<file path="src/hdl/ccms_pkg.sv">
// Package for the core clock mode selector: mode codes, factors, timing.
// Assumes a single 50 MHz reference clock that samples every other signal.
package ccms_pkg;

	// ------------------------------------------------------------------
	// Mode codes on the three configuration pins
	// ------------------------------------------------------------------
	localparam logic [2:0] CCMS_CODE_X4 = 3'h7;
	localparam logic [2:0] CCMS_CODE_X3 = 3'h6;
	localparam logic [2:0] CCMS_CODE_X2 = 3'h5;
	localparam logic [2:0] CCMS_CODE_X5 = 3'h4;
	localparam logic [2:0] CCMS_CODE_DIRECT = 3'h3;
	localparam logic [2:0] CCMS_CODE_X1P5 = 3'h2;
	localparam logic [2:0] CCMS_CODE_PRESCALE = 3'h1;
	localparam logic [2:0] CCMS_CODE_X2P5 = 3'h0;
	localparam logic [2:0] CCMS_RESET_CODE = CCMS_CODE_X4;

	// ------------------------------------------------------------------
	// Multiplication factors, held in halves so 1.5 and 2.5 stay integral
	// ------------------------------------------------------------------
	localparam logic [3:0] CCMS_F2_X4 = 4'h8;
	localparam logic [3:0] CCMS_F2_X3 = 4'h6;
	localparam logic [3:0] CCMS_F2_X2 = 4'h4;
	localparam logic [3:0] CCMS_F2_X5 = 4'hA;
	localparam logic [3:0] CCMS_F2_X1P5 = 4'h3;
	localparam logic [3:0] CCMS_F2_X2P5 = 4'h5;
	localparam logic [3:0] CCMS_F2_NONE = 4'h0;

	// ------------------------------------------------------------------
	// Timing
	// ------------------------------------------------------------------
	localparam int CCMS_CLK_PERIOD_NS = 20;
	localparam int CCMS_OSC_PERIOD_INIT_NS = 400;
	localparam logic [15:0] CCMS_OSC_PERIOD_INIT_CYC =
		16'(CCMS_OSC_PERIOD_INIT_NS / CCMS_CLK_PERIOD_NS);
	localparam logic [15:0] CCMS_PERIOD_MIN_CYC = 16'h000A;
	localparam logic [1:0] CCMS_RESYNC_RISES = 2'h2;

	typedef enum logic [1:0]
	{
		CCMS_SRC_PLL = 2'h0,
		CCMS_SRC_DIRECT = 2'h1,
		CCMS_SRC_PRESCALE = 2'h2
	} ccms_src_t;

	typedef enum logic
	{
		CCMS_ST_CAPTURE = 1'b0,
		CCMS_ST_RUN = 1'b1
	} ccms_state_t;

	typedef struct packed
	{
		logic [2:0] code;
		ccms_src_t src;
		logic [3:0] factor2;
	} ccms_cfg_t;

	localparam ccms_cfg_t CCMS_RESET_CFG = '{code: CCMS_RESET_CODE, src: CCMS_SRC_PLL,
		factor2: CCMS_F2_X4};

	typedef struct packed
	{
		logic level;
		logic rise;
		logic fall;
	} ccms_core_t;

	function automatic ccms_cfg_t ccms_decode(input logic [2:0] code);
		ccms_cfg_t cfg;
		cfg.code = code;
		cfg.src = CCMS_SRC_PLL;
		case (code)
			CCMS_CODE_X4: cfg.factor2 = CCMS_F2_X4;
			CCMS_CODE_X3: cfg.factor2 = CCMS_F2_X3;
			CCMS_CODE_X2: cfg.factor2 = CCMS_F2_X2;
			CCMS_CODE_X5: cfg.factor2 = CCMS_F2_X5;
			CCMS_CODE_X1P5: cfg.factor2 = CCMS_F2_X1P5;
			CCMS_CODE_X2P5: cfg.factor2 = CCMS_F2_X2P5;
			CCMS_CODE_DIRECT:
			begin
				cfg.src = CCMS_SRC_DIRECT;
				cfg.factor2 = CCMS_F2_NONE;
			end
			default:
			begin
				cfg.src = CCMS_SRC_PRESCALE;
				cfg.factor2 = CCMS_F2_NONE;
			end
		endcase
		return cfg;
	endfunction : ccms_decode

endpackage : ccms_pkg

</file>
<file path="src/hdl/ccms_clock_mode_select.sv">
// Core clock mode selector: picks prescaler, direct drive or multiplier.
// Assumes the oscillator input and the mode pins are synchronous to clk,
// and that clk is well above the fastest core clock to be modelled.
`timescale 1ns/1ps

module ccms_clock_mode_select
	import ccms_pkg::*;
#(
	parameter int PERIOD_W = 16
)
(
	// Clock and reset
	input wire logic clk,
	input wire logic rst_b,
	// Configuration pins and oscillator
	input wire logic [2:0] clock_mode_pins,
	input wire logic oscillator_input_clock,
	// Core clock and its edge strobes
	output ccms_core_t core_clock,
	// Captured configuration
	output ccms_cfg_t mode_cfg,
	output logic mode_valid
);

	// ------------------------------------------------------------------
	// Mode capture
	// ------------------------------------------------------------------
	ccms_state_t state;
	ccms_state_t next_state;

	always_comb
	begin
		case (state)
			CCMS_ST_CAPTURE: next_state = CCMS_ST_RUN;
			CCMS_ST_RUN: next_state = CCMS_ST_RUN;
			default: next_state = CCMS_ST_CAPTURE;
		endcase
	end

	always_ff @(posedge clk or negedge rst_b)
	begin
		if (!rst_b)
			state <= CCMS_ST_CAPTURE;
		else
			state <= next_state;
	end

	// Async reset may only load a constant, so the pins are caught on
	// the first edge after release; the strap must still be valid then.
	always_ff @(posedge clk or negedge rst_b)
	begin
		if (!rst_b)
			mode_cfg <= CCMS_RESET_CFG;
		else if (state == CCMS_ST_CAPTURE)
			mode_cfg <= ccms_decode(clock_mode_pins);
	end
	// Never reloaded in run state, whatever the pins do later

	always_ff @(posedge clk or negedge rst_b)
	begin
		if (!rst_b)
			mode_valid <= 1'b0;
		else
			mode_valid <= (state == CCMS_ST_RUN);
	end

	// ------------------------------------------------------------------
	// Oscillator edge detection
	// ------------------------------------------------------------------
	logic osc_prev;
	logic osc_rise;

	always_ff @(posedge clk or negedge rst_b)
	begin
		if (!rst_b)
			osc_prev <= 1'b0;
		else
			osc_prev <= oscillator_input_clock;
	end

	// Previous level is forced low in reset; the run state term masks any edge before run state
	assign osc_rise = oscillator_input_clock & ~osc_prev & (state == CCMS_ST_RUN);

	// ------------------------------------------------------------------
	// Input period tracking for the multiplier
	// ------------------------------------------------------------------
	// Resync spans two input periods so that the half-integer factors
	// still land on a whole number of core periods at each correction.
	logic [1:0] rise_cnt;
	logic [PERIOD_W-1:0] span_cnt;
	logic [PERIOD_W-1:0] per_est;
	logic resync;
	logic [PERIOD_W-1:0] span_half;
	logic signed [PERIOD_W:0] per_diff;
	logic signed [PERIOD_W:0] per_step;
	logic [PERIOD_W-1:0] next_per_est;
	logic span_valid;

	assign resync = osc_rise && (rise_cnt == CCMS_RESYNC_RISES - 2'h1);
	assign span_half = span_cnt >> 1;
	assign per_diff = $signed({1'b0, span_half}) - $signed({1'b0, per_est});

	always_comb
	begin
		// Move only half way to the new measurement: no abrupt step.
		// A last unit of error still moves, else truncation stalls lock.
		per_step = per_diff >>> 1;
		if (per_step == '0)
			per_step = per_diff;
		next_per_est = PERIOD_W'($signed({1'b0, per_est}) + per_step);
		if (next_per_est < PERIOD_W'(CCMS_PERIOD_MIN_CYC))
			next_per_est = PERIOD_W'(CCMS_PERIOD_MIN_CYC);
	end

	always_ff @(posedge clk or negedge rst_b)
	begin
		if (!rst_b)
			rise_cnt <= 2'h0;
		else if (resync)
			rise_cnt <= 2'h0;
		else if (osc_rise)
			rise_cnt <= rise_cnt + 2'h1;
	end

	always_ff @(posedge clk or negedge rst_b)
	begin
		if (!rst_b)
			span_cnt <= '0;
		else if (resync)
			span_cnt <= PERIOD_W'(1);
		else if (span_cnt != '1)
			span_cnt <= span_cnt + PERIOD_W'(1);
	end

	// First span runs from release, not from a rise, so it is discarded
	always_ff @(posedge clk or negedge rst_b)
	begin
		if (!rst_b)
			span_valid <= 1'b0;
		else if (resync)
			span_valid <= 1'b1;
	end

	always_ff @(posedge clk or negedge rst_b)
	begin
		if (!rst_b)
			per_est <= PERIOD_W'(CCMS_OSC_PERIOD_INIT_CYC);
		else if (resync && span_valid && span_cnt != '1)
			per_est <= next_per_est;
	end

	// ------------------------------------------------------------------
	// Multiplier phase accumulator
	// ------------------------------------------------------------------
	// Adding the half-factor every cycle and wrapping at one input period
	// gives factor2 toggles, that is factor full core periods, per period.
	logic [PERIOD_W:0] acc;
	logic [PERIOD_W:0] acc_sum;
	logic pll_toggle;

	assign acc_sum = acc + (PERIOD_W + 1)'(mode_cfg.factor2);
	assign pll_toggle = acc_sum >= {1'b0, per_est};

	always_ff @(posedge clk or negedge rst_b)
	begin
		if (!rst_b)
			acc <= '0;
		else if (mode_cfg.src != CCMS_SRC_PLL || state != CCMS_ST_RUN)
			acc <= '0;
		else if (pll_toggle)
			acc <= acc_sum - {1'b0, per_est};
		else
			acc <= acc_sum;
	end

	// ------------------------------------------------------------------
	// Core clock source selection
	// ------------------------------------------------------------------
	logic next_level;

	always_comb
	begin
		next_level = core_clock.level;
		if (state == CCMS_ST_RUN)
		begin
			case (mode_cfg.src)
				CCMS_SRC_DIRECT:
					next_level = oscillator_input_clock;
				CCMS_SRC_PRESCALE:
				begin
					// One phase per full input period
					if (osc_rise)
						next_level = ~core_clock.level;
				end
				CCMS_SRC_PLL:
				begin
					if (pll_toggle)
						next_level = ~core_clock.level;
				end
				default: next_level = core_clock.level;
			endcase
		end
	end

	// Edge strobes are registered with the level so a consumer can act
	// on either phase boundary in the same cycle the level changes.
	always_ff @(posedge clk or negedge rst_b)
	begin
		if (!rst_b)
		begin
			core_clock <= '0;
		end
		else
		begin
			core_clock.level <= next_level;
			core_clock.rise <= next_level & ~core_clock.level;
			core_clock.fall <= ~next_level & core_clock.level;
		end
	end

endmodule : ccms_clock_mode_select

</file>
<file path="config.mk">
export PLATFORM = sky130hd
export DESIGN_NAME = ccms_clock_mode_select
export DESIGN_NICKNAME = d
export VERILOG_FILES = /design/src/hdl/ccms_pkg.sv /design/src/hdl/ccms_clock_mode_select.sv
export SDC_FILE = /design/constraint.sdc
export NUM_CORES = 1
export LEC_CHECK = 0
export BUFFER_PORTS_ARGS = -buffer_cell sky130_fd_sc_hd__clkbuf_2
export CORE_MARGIN = 2
export CORE_UTILIZATION = 57
export CTS_CLUSTER_SIZE = 12
export DETAILED_ROUTE_END_ITERATION = 10
export PLACE_DENSITY = 0.77
export SETUP_SLACK_MARGIN = 0.5
export SLEW_MARGIN = 0
export SYNTH_ARGS = -nofsm -noshare
export SYNTH_HDL_FRONTEND = slang
export SYNTH_SLANG_ARGS = --single-unit
</file>
<file path="constraint.sdc">
create_clock -name clk -period 4.9 [get_ports clk]
set_input_delay 0 -clock clk [delete_from_list [all_inputs] [get_ports clk]]
set_output_delay 0 -clock clk [all_outputs]
set_load 0.01 [all_outputs]
</file>
[After elaboration in Yosys (flattened, before gate mapping)]
Index checks and enable logic that the tools add are counted.
Operators by class
  add/subtract/negate cells: 6
  $mul: 0
  divide/modulo/power cells: 0
  order comparisons: 2
  equality and inequality tests: 10
  shift operators: 0
  mux-type cells: 14
  bitwise operators: 8
  reductions and logical operators: 11
Operators by type and width (count)
  two-way mux 16 bit: 4
  two-way mux 17 bit: 2
  one-hot mux 4 bit (6 select lines): 1
  adder 17 x 4 -> 17 bit: 1
  greater-or-equal comparator 17 x 16 -> 1 bit: 1
  zero test 17 bit: 1
  subtractor 15 x 16 -> 17 bit: 1
  subtractor 17 x 16 -> 17 bit: 1
  adder 16 x 1 -> 16 bit, second input constant: 1
  adder 16 bit: 1
  less-than comparator 16 x 4 -> 1 bit, second input constant: 1
  != test 16 bit, second input constant: 1
  equality test 3 bit, second input constant: 4
  equality test 3 x 2 -> 1 bit, second input constant: 2
  nonzero test 2 bit: 3
  OR reduction 6 bit: 1
  bitwise AND 1 bit: 4
  equality test 2 x 1 -> 1 bit, second input constant: 2
  two-way mux 2 bit: 2
  inverter 1 bit: 4
  one-hot mux 2 bit (2 select lines): 1
  logical AND 1 bit: 3
  zero test 3 bit: 1
  two-way mux 1 bit: 3
  other kinds (5): 5
Storage, ports and cells
  bits in registers: 67
  latch bits: 0
  bits in writable memories: 0
  ROM bits: 0
  input bits: 6
  word-level logic and storage cells: 65
  memories: 0

[Depth between registers and ports, before layout]
Gate-level depths: netlist of run 1.
  depth after elaboration: 8
  gate-level depth with buffers: 23

[Least setup slack after synthesis of run 1]
No wires, ideal clock.
  path kind: register to register
  start point: register span_cnt[1]
  end point: register per_est[0]
  setup time: 0.139 ns
  arrival: 5.275 ns
  required time: 4.761 ns
  path slack: -0.514 ns
  cell stages (with the launch flop): 22
  buffers on the path: 0
  cell sequence: dfrtp_1 inv_1 ha_1 inv_1 fa_1 xor2_1 or4_1 or4_1 or4_1 or4_1 o41ai_2 ha_1 inv_1 fa_1 nor2b_1 o31a_1 o211ai_1 a21o_1 o211ai_1 o311ai_1 nor4_1 nor2_1
On the way
  longest elaborated chain between the ends: 6
  elaborated cells on any way between the ends: 8
  those cells by class: add/sub (2); order compare (1); eq/ne (1); mux (2); reduce/logical (2)
Ends and longest elaborated chain
  from (decl): RTL line ccms_clock_mode_select.sv:90  | logic [PERIOD_W-1:0] span_cnt;
  from (signal assigned): RTL line ccms_clock_mode_select.sv:132  | span_cnt <= span_cnt + PERIOD_W'(1);
  subtractor 15 x 16 -> 17 bit: RTL line ccms_clock_mode_select.sv:101  | assign per_diff = $signed({1'b0, span_half}) - $signed({1'b0, per_est});
  zero test 17 bit: RTL line ccms_clock_mode_select.sv:108  | if (per_step == '0)
  two-way mux 16 bit: RTL line ccms_clock_mode_select.sv:108
  adder 16 bit: RTL line ccms_clock_mode_select.sv:110  | next_per_est = PERIOD_W'($signed({1'b0, per_est}) + per_step);
  less-than comparator 16 x 4 -> 1 bit: RTL line ccms_clock_mode_select.sv:111  | if (next_per_est < PERIOD_W'(CCMS_PERIOD_MIN_CYC))
  two-way mux 16 bit: RTL line ccms_clock_mode_select.sv:111
  to (signal assigned): RTL line ccms_clock_mode_select.sv:147  | per_est <= PERIOD_W'(CCMS_OSC_PERIOD_INIT_CYC);
  to (signal assigned): RTL line ccms_clock_mode_select.sv:149  | per_est <= next_per_est;
  to (decl): RTL line ccms_clock_mode_select.sv:91  | logic [PERIOD_W-1:0] per_est;
Parallel ways exist; a longest one is shown, timed or not.
A chain may end at the register's enable or synchronous reset.

[Worst setup path in the final report of run 1]
  start point: register per_est[0]
  end point: register per_est[1]
On the way
  longest elaborated chain between the ends: 6
Ends and longest elaborated chain (RTL line)
  subtractor 15 x 16 -> 17 bit: ccms_clock_mode_select.sv:101
  zero test 17 bit: ccms_clock_mode_select.sv:108
  two-way mux 16 bit: ccms_clock_mode_select.sv:108
  adder 16 bit *: ccms_clock_mode_select.sv:110
  less-than comparator 16 x 4 -> 1 bit: ccms_clock_mode_select.sv:111
  two-way mux 16 bit *: ccms_clock_mode_select.sv:111
Every way passes the cells marked *; elsewhere a longest branch is shown, timed or not.

==> results of run 1 <==
synthesized netlist by cell type, drive strengths merged (8+ instances only):
cell type,instances
nor2,73
dfrtp,61
nand2,55
ha,53
inv,46
a21oi,39
o21ai,37
xnor2,28
xor2,28
nand3,18
nor3,18
mux2i,17
a21o,16
clkbuf,12
nand4,12
nor2b,12
o21a,11
o31ai,10
a211oi,9
nand2b,9
o211ai,9
and3,8
repair_timing:
| action | in CTS | in global routing |
|---|---|---|
| hold buffers | 7 | 0 |
| endpoints found under the hold margin | 71 | 0 |
| gates resized for setup | 14 | 17 |
| gates cloned | 0 | 1 |
| buffers inserted | 10 | 3 |
| setup endpoints to repair | 21 | 33 |
| pin swaps | 9 | 10 |
final cells by class:
| cell class | count | area (um2) | share of cell area, % |
|---|---|---|---|
| clock buffers | 9 | 124 | 1.78 |
| well taps | 133 | 166 | 2.39 |
| repair buffers | 110 | 810 | 11.6 |
| inverters | 46 | 173 | 2.48 |
| flip-flops and latches | 67 | 1680 | 24.2 |
| multi-input cells | 540 | 3930 | 56.4 |
| clock inverters | 7 | 82.6 | 1.19 |
state kept, by name, summed over array words and instances (netlist names):
signal,flops
mode_cfg,9
mode_valid,1
span_valid,1
osc_prev,1
span_cnt,16
core_clock,3
per_est,16
rise_cnt,2
acc,17
state,1
critical path: cells and delay by family (launching register included):
kind,cells,cell delay (ps)
AO/OA/AOI/OAI,5,920
AND/OR/NAND/NOR,7,2410
multiplexers,1,170
flip-flops,1,420
buffers and inverters,4,460
adder cells (fa/ha/maj),4,1200
worst paths after layout:
kind	startpoint	end	depth (start not counted)
worst max-delay path	per_est[0]	per_est[1]	21
worst min-delay path	oscillator_input_clock	osc_prev	2
worst max register to register	per_est[0]	per_est[1]	21
worst min register to register	span_valid	span_valid	1
max in group asynchronous	rst_b	per_est[1]	3
min in group asynchronous	rst_b	acc[13]	3
through the flow:
step | setup TNS (ps) | std cells | util, % | hold slack, ps
finish | -4790 | 912 | 71.9 | 343
global route | -7750 | 912 | 71.9 | 350
CTS | -3320 | 908 | 70.7 | 324
detailed placement | -3290 | 875 | 66.2 | 167
global placement | -2630 | 875 | 66.2 | 157
floorplan | -1560 | 667 | - | -296
kinds of logic (layout without fill, tap and decap cells):
family                     after synthesis  after routing  share of synthesized area (%)
muxes                                   21             21                           4.03
and+or+nand+nor                        239            239                           20.5
DFF                                     67             67                           29.8
buffers and inverters                   61            172                           4.14
other                                    1              1                         0.0664
adders and majority gates               57             57                           13.2
AOI/OAI and AO/OA                      165            166                           19.5
xor gates and xnor gates                56             56                           8.81
routing by layer:
metal / routed length [um] / vias up / track usage [%]
met1: 6460 / 2579 / 35.1
met3: 789 / 45 / 5.22
li1: - / 2607 / -
met4: 483 / 0 / 10.7
met2: 7510 / 184 / 49.1
met5: 0 / - / 0
==> summary.txt, run 1 <==
Ant. Diodes: 0
commonest non-fill, non-tap cell in the layout: buf_4
CTS sink cnt: 67
Initial DRC Count: 329
Hold Fails Final Rpt: 0
ranking of synthesized cells by area: dfrtp_1, ha_1, nor2_1
TritonRoute pass-1 iters: 5
nets@finish: 837
H-tree levels: 3
Core ar.: 9680 um2
Total Wirelength: 15.2 mm
EDFF count, synth: 0
max-slew violations: 0
worst-margin pin slew: 859 ps
CTS root buf: clkbuf_8
startpoint types: flop
worst hold path type: primary input to flop
Bufs on Longest Clock Path: 2
post-route cell area: 6970 um2
Yosys reg bits: 67
Skew-Pair Late Insertion Delay: 360 ps
largest net degree at the start of global routing: 68
Final Setup Violations: 11
final cycle utilization of the critical path: 115%
global route overflow: 0
Post-DP HPWL: 10.8 mm
post-route ant nets: 0
R2R setup slack: -730 ps
routed vias: 5415
CTS tree: yes
kind of critical path: flop to flop
worst path required time: 5200 ps
RSZ-0062 raised after global routing: true
top-area cell type share of the netlist area: 27.0%
first-pass GRT wire length: 24.8 mm
Slew headroom: 41.2%
setup slack at placement: -634 ps
WP data arrival: 5920 ps
status: complete, but fails checks
Syn Inst Count: 667
CP max-delay cell: or4_1
std cell rows: 36
Routability Congestion: 0.962
Max Clk Rate: 0.178 GHz
register area share after synthesis: 29.8%
Placed Instance Area: 6410 um2
die height: 104 um
chip width: 104 um
CP max stage delay: 520 ps
ys async rst share: 100%
Max Cap Violations: 0
wire per inst: 16.7 um
failing checks: negative setup slack
most frequently used flop master after synthesis: dfrtp_1
DRC: 0
Via density: 5.94
worst path cell trace: ha_4 -> inv_2 -> fa_2 -> or4_1 -> or4_1 -> or4_1 -> or4_4 -> o41ai_4 -> ha_2 -> inv_2 -> fa_2 -> nor2b_2 -> o31a_1 -> o211ai_1 -> a21o_1 -> buf_4 -> mux2i_4 -> o2111ai_2 -> nor4_2 -> buf_4 -> nand2b_4
Tot GR Track Use: 28.3%
most used cell, CP: or4_1
Mean Syn Cell Area: 8.47 um2
CTS buffer count: 9
antenna violations before repair: 0
layout cells sized above 1: 22.2%
Clk pin slew, worst setup/hold paths: 90 ps
crit path setup slack, layout: -726 ps
num ports: 19
port bufs: 18
full die area: 10700 um2
Final min period: 5630 ps
Crit. End Element: flop
Cell Area, Synth: 5650 um2
fillcell total: 724
Area Growth Syn to Fin: 23.2%
commonest non-fill, non-tap cells in the layout: buf_4, nor2_1, dfrtp_1
post-synth net total: 730
clk_skew: 15.9 ps
Ys Warns: 0
Initial Util: 58.4%
count of cell types in the netlist: 68
CP Max Fanout: 4
vias in the first global route: 5304
leading area contributor after synthesis: dfrtp_1
Power of run 1 is left out: the tool's default activity adds up to more than one toggle a clock period on the data nets, which glitch-free logic cannot reach.
==> run 2, diff against run 1 <==
Settings changed: ABC_AREA set to 1, CORE_UTILIZATION 57 to 58, PLACE_DENSITY 0.77 to 0.78, SETUP_SLACK_MARGIN 0.5 to 0.4.
==> run 2 against run 1 <==
The run now ends clean. Clock-buffer cell count unchanged. Die area rose by 4.1%. Hold slack worse by 36 ps. Cell count rose by 16%. Wire length is 5.2% lower. Clock skew decreased by 5.9 ps. Core utilization shrank 7.7 points. Non-clock buffer count shrank 84. Sequential share of layout area up 1.6 points. Sequential cell count did not move. Maximum frequency grew 35%. Setup slack better by 1400 ps.
==> summary.txt, run 2 <==
Worst path top cell family by delay: simple AND/OR/NAND/NOR gates
Reg with most FFs: acc
CTS buffer count: 9
CTS root buf: clkbuf_8
layout cells sized above 1: 8.00%
antenna violations before repair: 0
CP max stage delay: 560 ps
R2R depth: 32
Crit. Startpoint: per_est[2]
first-pass GRT wire length: 24.3 mm
DRC: 0
global route overflow: 0
register area share after synthesis: 28.1%
CTS tree: yes
status: finished, final reports clean
RSZ-0062 raised after global routing: false
max-slew violations: 0
min-delay src: oscillator_input_clock
EDFF count, synth: 0
chip width: 106 um
leading area contributor after synthesis: dfrtp_1
Max Cap Violations: 0
Post-DP HPWL: 11.3 mm
full die area: 11200 um2
die height: 106 um
WP data arrival: 4470 ps
port bufs: 18
Initial DRC Count: 369
most used cell, CP: nand2_1
worst-margin pin slew: 853 ps
routed vias: 5671
Tot GR Track Use: 27.0%
Post-synth top cells: nand2_1, inv_1, nor2_1
Core ar.: 10200 um2
most used standard cell by instance count after synthesis: nand2_1
Bufs on Longest Clock Path: 2
Crit. End Element: flop
Area Growth Syn to Fin: 9.01%
count of cell types in the netlist: 43
commonest non-fill, non-tap cells in the layout: nand2_1, inv_1, nor2_1
ranking of synthesized cells by area: dfrtp_1, nand2_1, ha_1
nets@finish: 983
worst reg2reg endpoint: per_est[3]
commonest non-fill, non-tap cell in the layout: nand2_1
Ys Warns: 0
post-route ant nets: 0
H-tree levels: 3
final cycle utilization of the critical path: 85.2%
Max Clk Rate: 0.239 GHz
kind of critical path: flop to flop
ys async rst share: 100%
WHS Endpoint: osc_prev
Cell Area, Synth: 6000 um2
most frequently used flop master after synthesis: dfrtp_1
Final min period: 4180 ps
R2R setup slack: 720 ps
vias in the first global route: 5219
fillcell total: 965
Top Registers: acc (17), per_est (16), span_cnt (16)
Largest register FFs: 17
Slew headroom: 43.2%
Initial Util: 58.9%
Clk pin slew, worst setup/hold paths: 80 ps
top-area cell type share of the netlist area: 25.4%
largest net degree at the start of global routing: 68
TritonRoute pass-1 iters: 4
Final Setup Violations: 0
CP max-delay cell: dfstp_2
num ports: 19
post-synth net total: 955
setup TNS: 0 ps
Yosys reg bits: 67
CP Max Fanout: 4
Mean Syn Cell Area: 6.72 um2
Critical Path Stages: 32
Crit path buffers/inverters: 3
Via density: 5.34
Ant. Diodes: 0
std cell rows: 37
worst hold path type: primary input to flop
Total Wirelength: 14.4 mm
Hold Path Stages: 2
Syn Inst Count: 892
wire per inst: 13.6 um
R2R Path Start: per_est[2]
clk_skew: 10.0 ps
worst path required time: 5190 ps
CTS sink cnt: 67
Skew-Pair Late Insertion Delay: 350 ps
Hold Fails Final Rpt: 0
startpoint types: flop
Routability Congestion: 0.887
run 2: worst register-to-register path: cells and delay by family (launching register included):
family	cells	cell delay [ps]
AO/OA/AOI/OAI	1	160
adder cells (fa/ha/maj)	3	890
buffers and inverters	3	210
flip-flops	1	560
AND/OR/NAND/NOR	25	2300
run 2: metal layers:
metal	vias to the layer above	GRT usage (%)	part of all wire (%)
met5	-	0	0
met4	0	6.95	1.2
met3	16	3.96	4.6
met2	114	43.8	46
met1	2604	37.9	49
li1	2937	-	-
run 2: area by class of cell:
cell class / count / area, um2 / share of cell area [%]
Clock buffer: 9 / 124 / 1.89
Clock inverter: 7 / 105 / 1.61
Inverter: 143 / 537 / 8.21
Multi-Input combinational cell: 673 / 3750 / 57.4
Sequential cell: 67 / 1680 / 25.8
Tap cell: 136 / 170 / 2.60
Timing Repair Buffer: 26 / 168 / 2.56
run 2: per-stage QoR:
stage	util (%)	hold slack [ps]	cell area, um2	setup WS, ps	instances
final	64.2	307	6540	723	1061
after global routing	64.2	305	6540	362	1061
after CTS	63.9	299	6510	712	1061
after detailed placement	61.0	130	6210	739	1038
after global placement	61.0	124	6210	819	1038
after floorplan	-	-296	6000	1210	892
run 2: how the worst max path moves through the flow:
stage,to
2_1_floorplan,per_est[0]
3_3_place_gp,per_est[3]
3_5_place_dp,per_est[3]
4_1_cts,per_est[3]
5_1_grt,per_est[3]
6_report,per_est[3]
run 2: kinds of logic (layout without fill, tap and decap cells):
logic type | Yosys count | after routing | share of synthesized area, %
other | 1 | 1 | 0.0625
and+or+nand+nor | 436 | 436 | 31.3
DFF | 67 | 67 | 28.1
buffers and inverters | 152 | 185 | 9.91
adders and majority gates | 57 | 57 | 12.4
AOI/OAI and AO/OA | 143 | 143 | 12.9
xor gates and xnor gates | 36 | 36 | 5.38
run 2: repair_timing:
item,in CTS,in global routing
gates resized for setup,0,7
setup buffers,0,0
hold endpoints to repair,67,0
setup endpoints to repair,0,4
hold buffers,7,0
Power of run 2 is left out for the same reason.
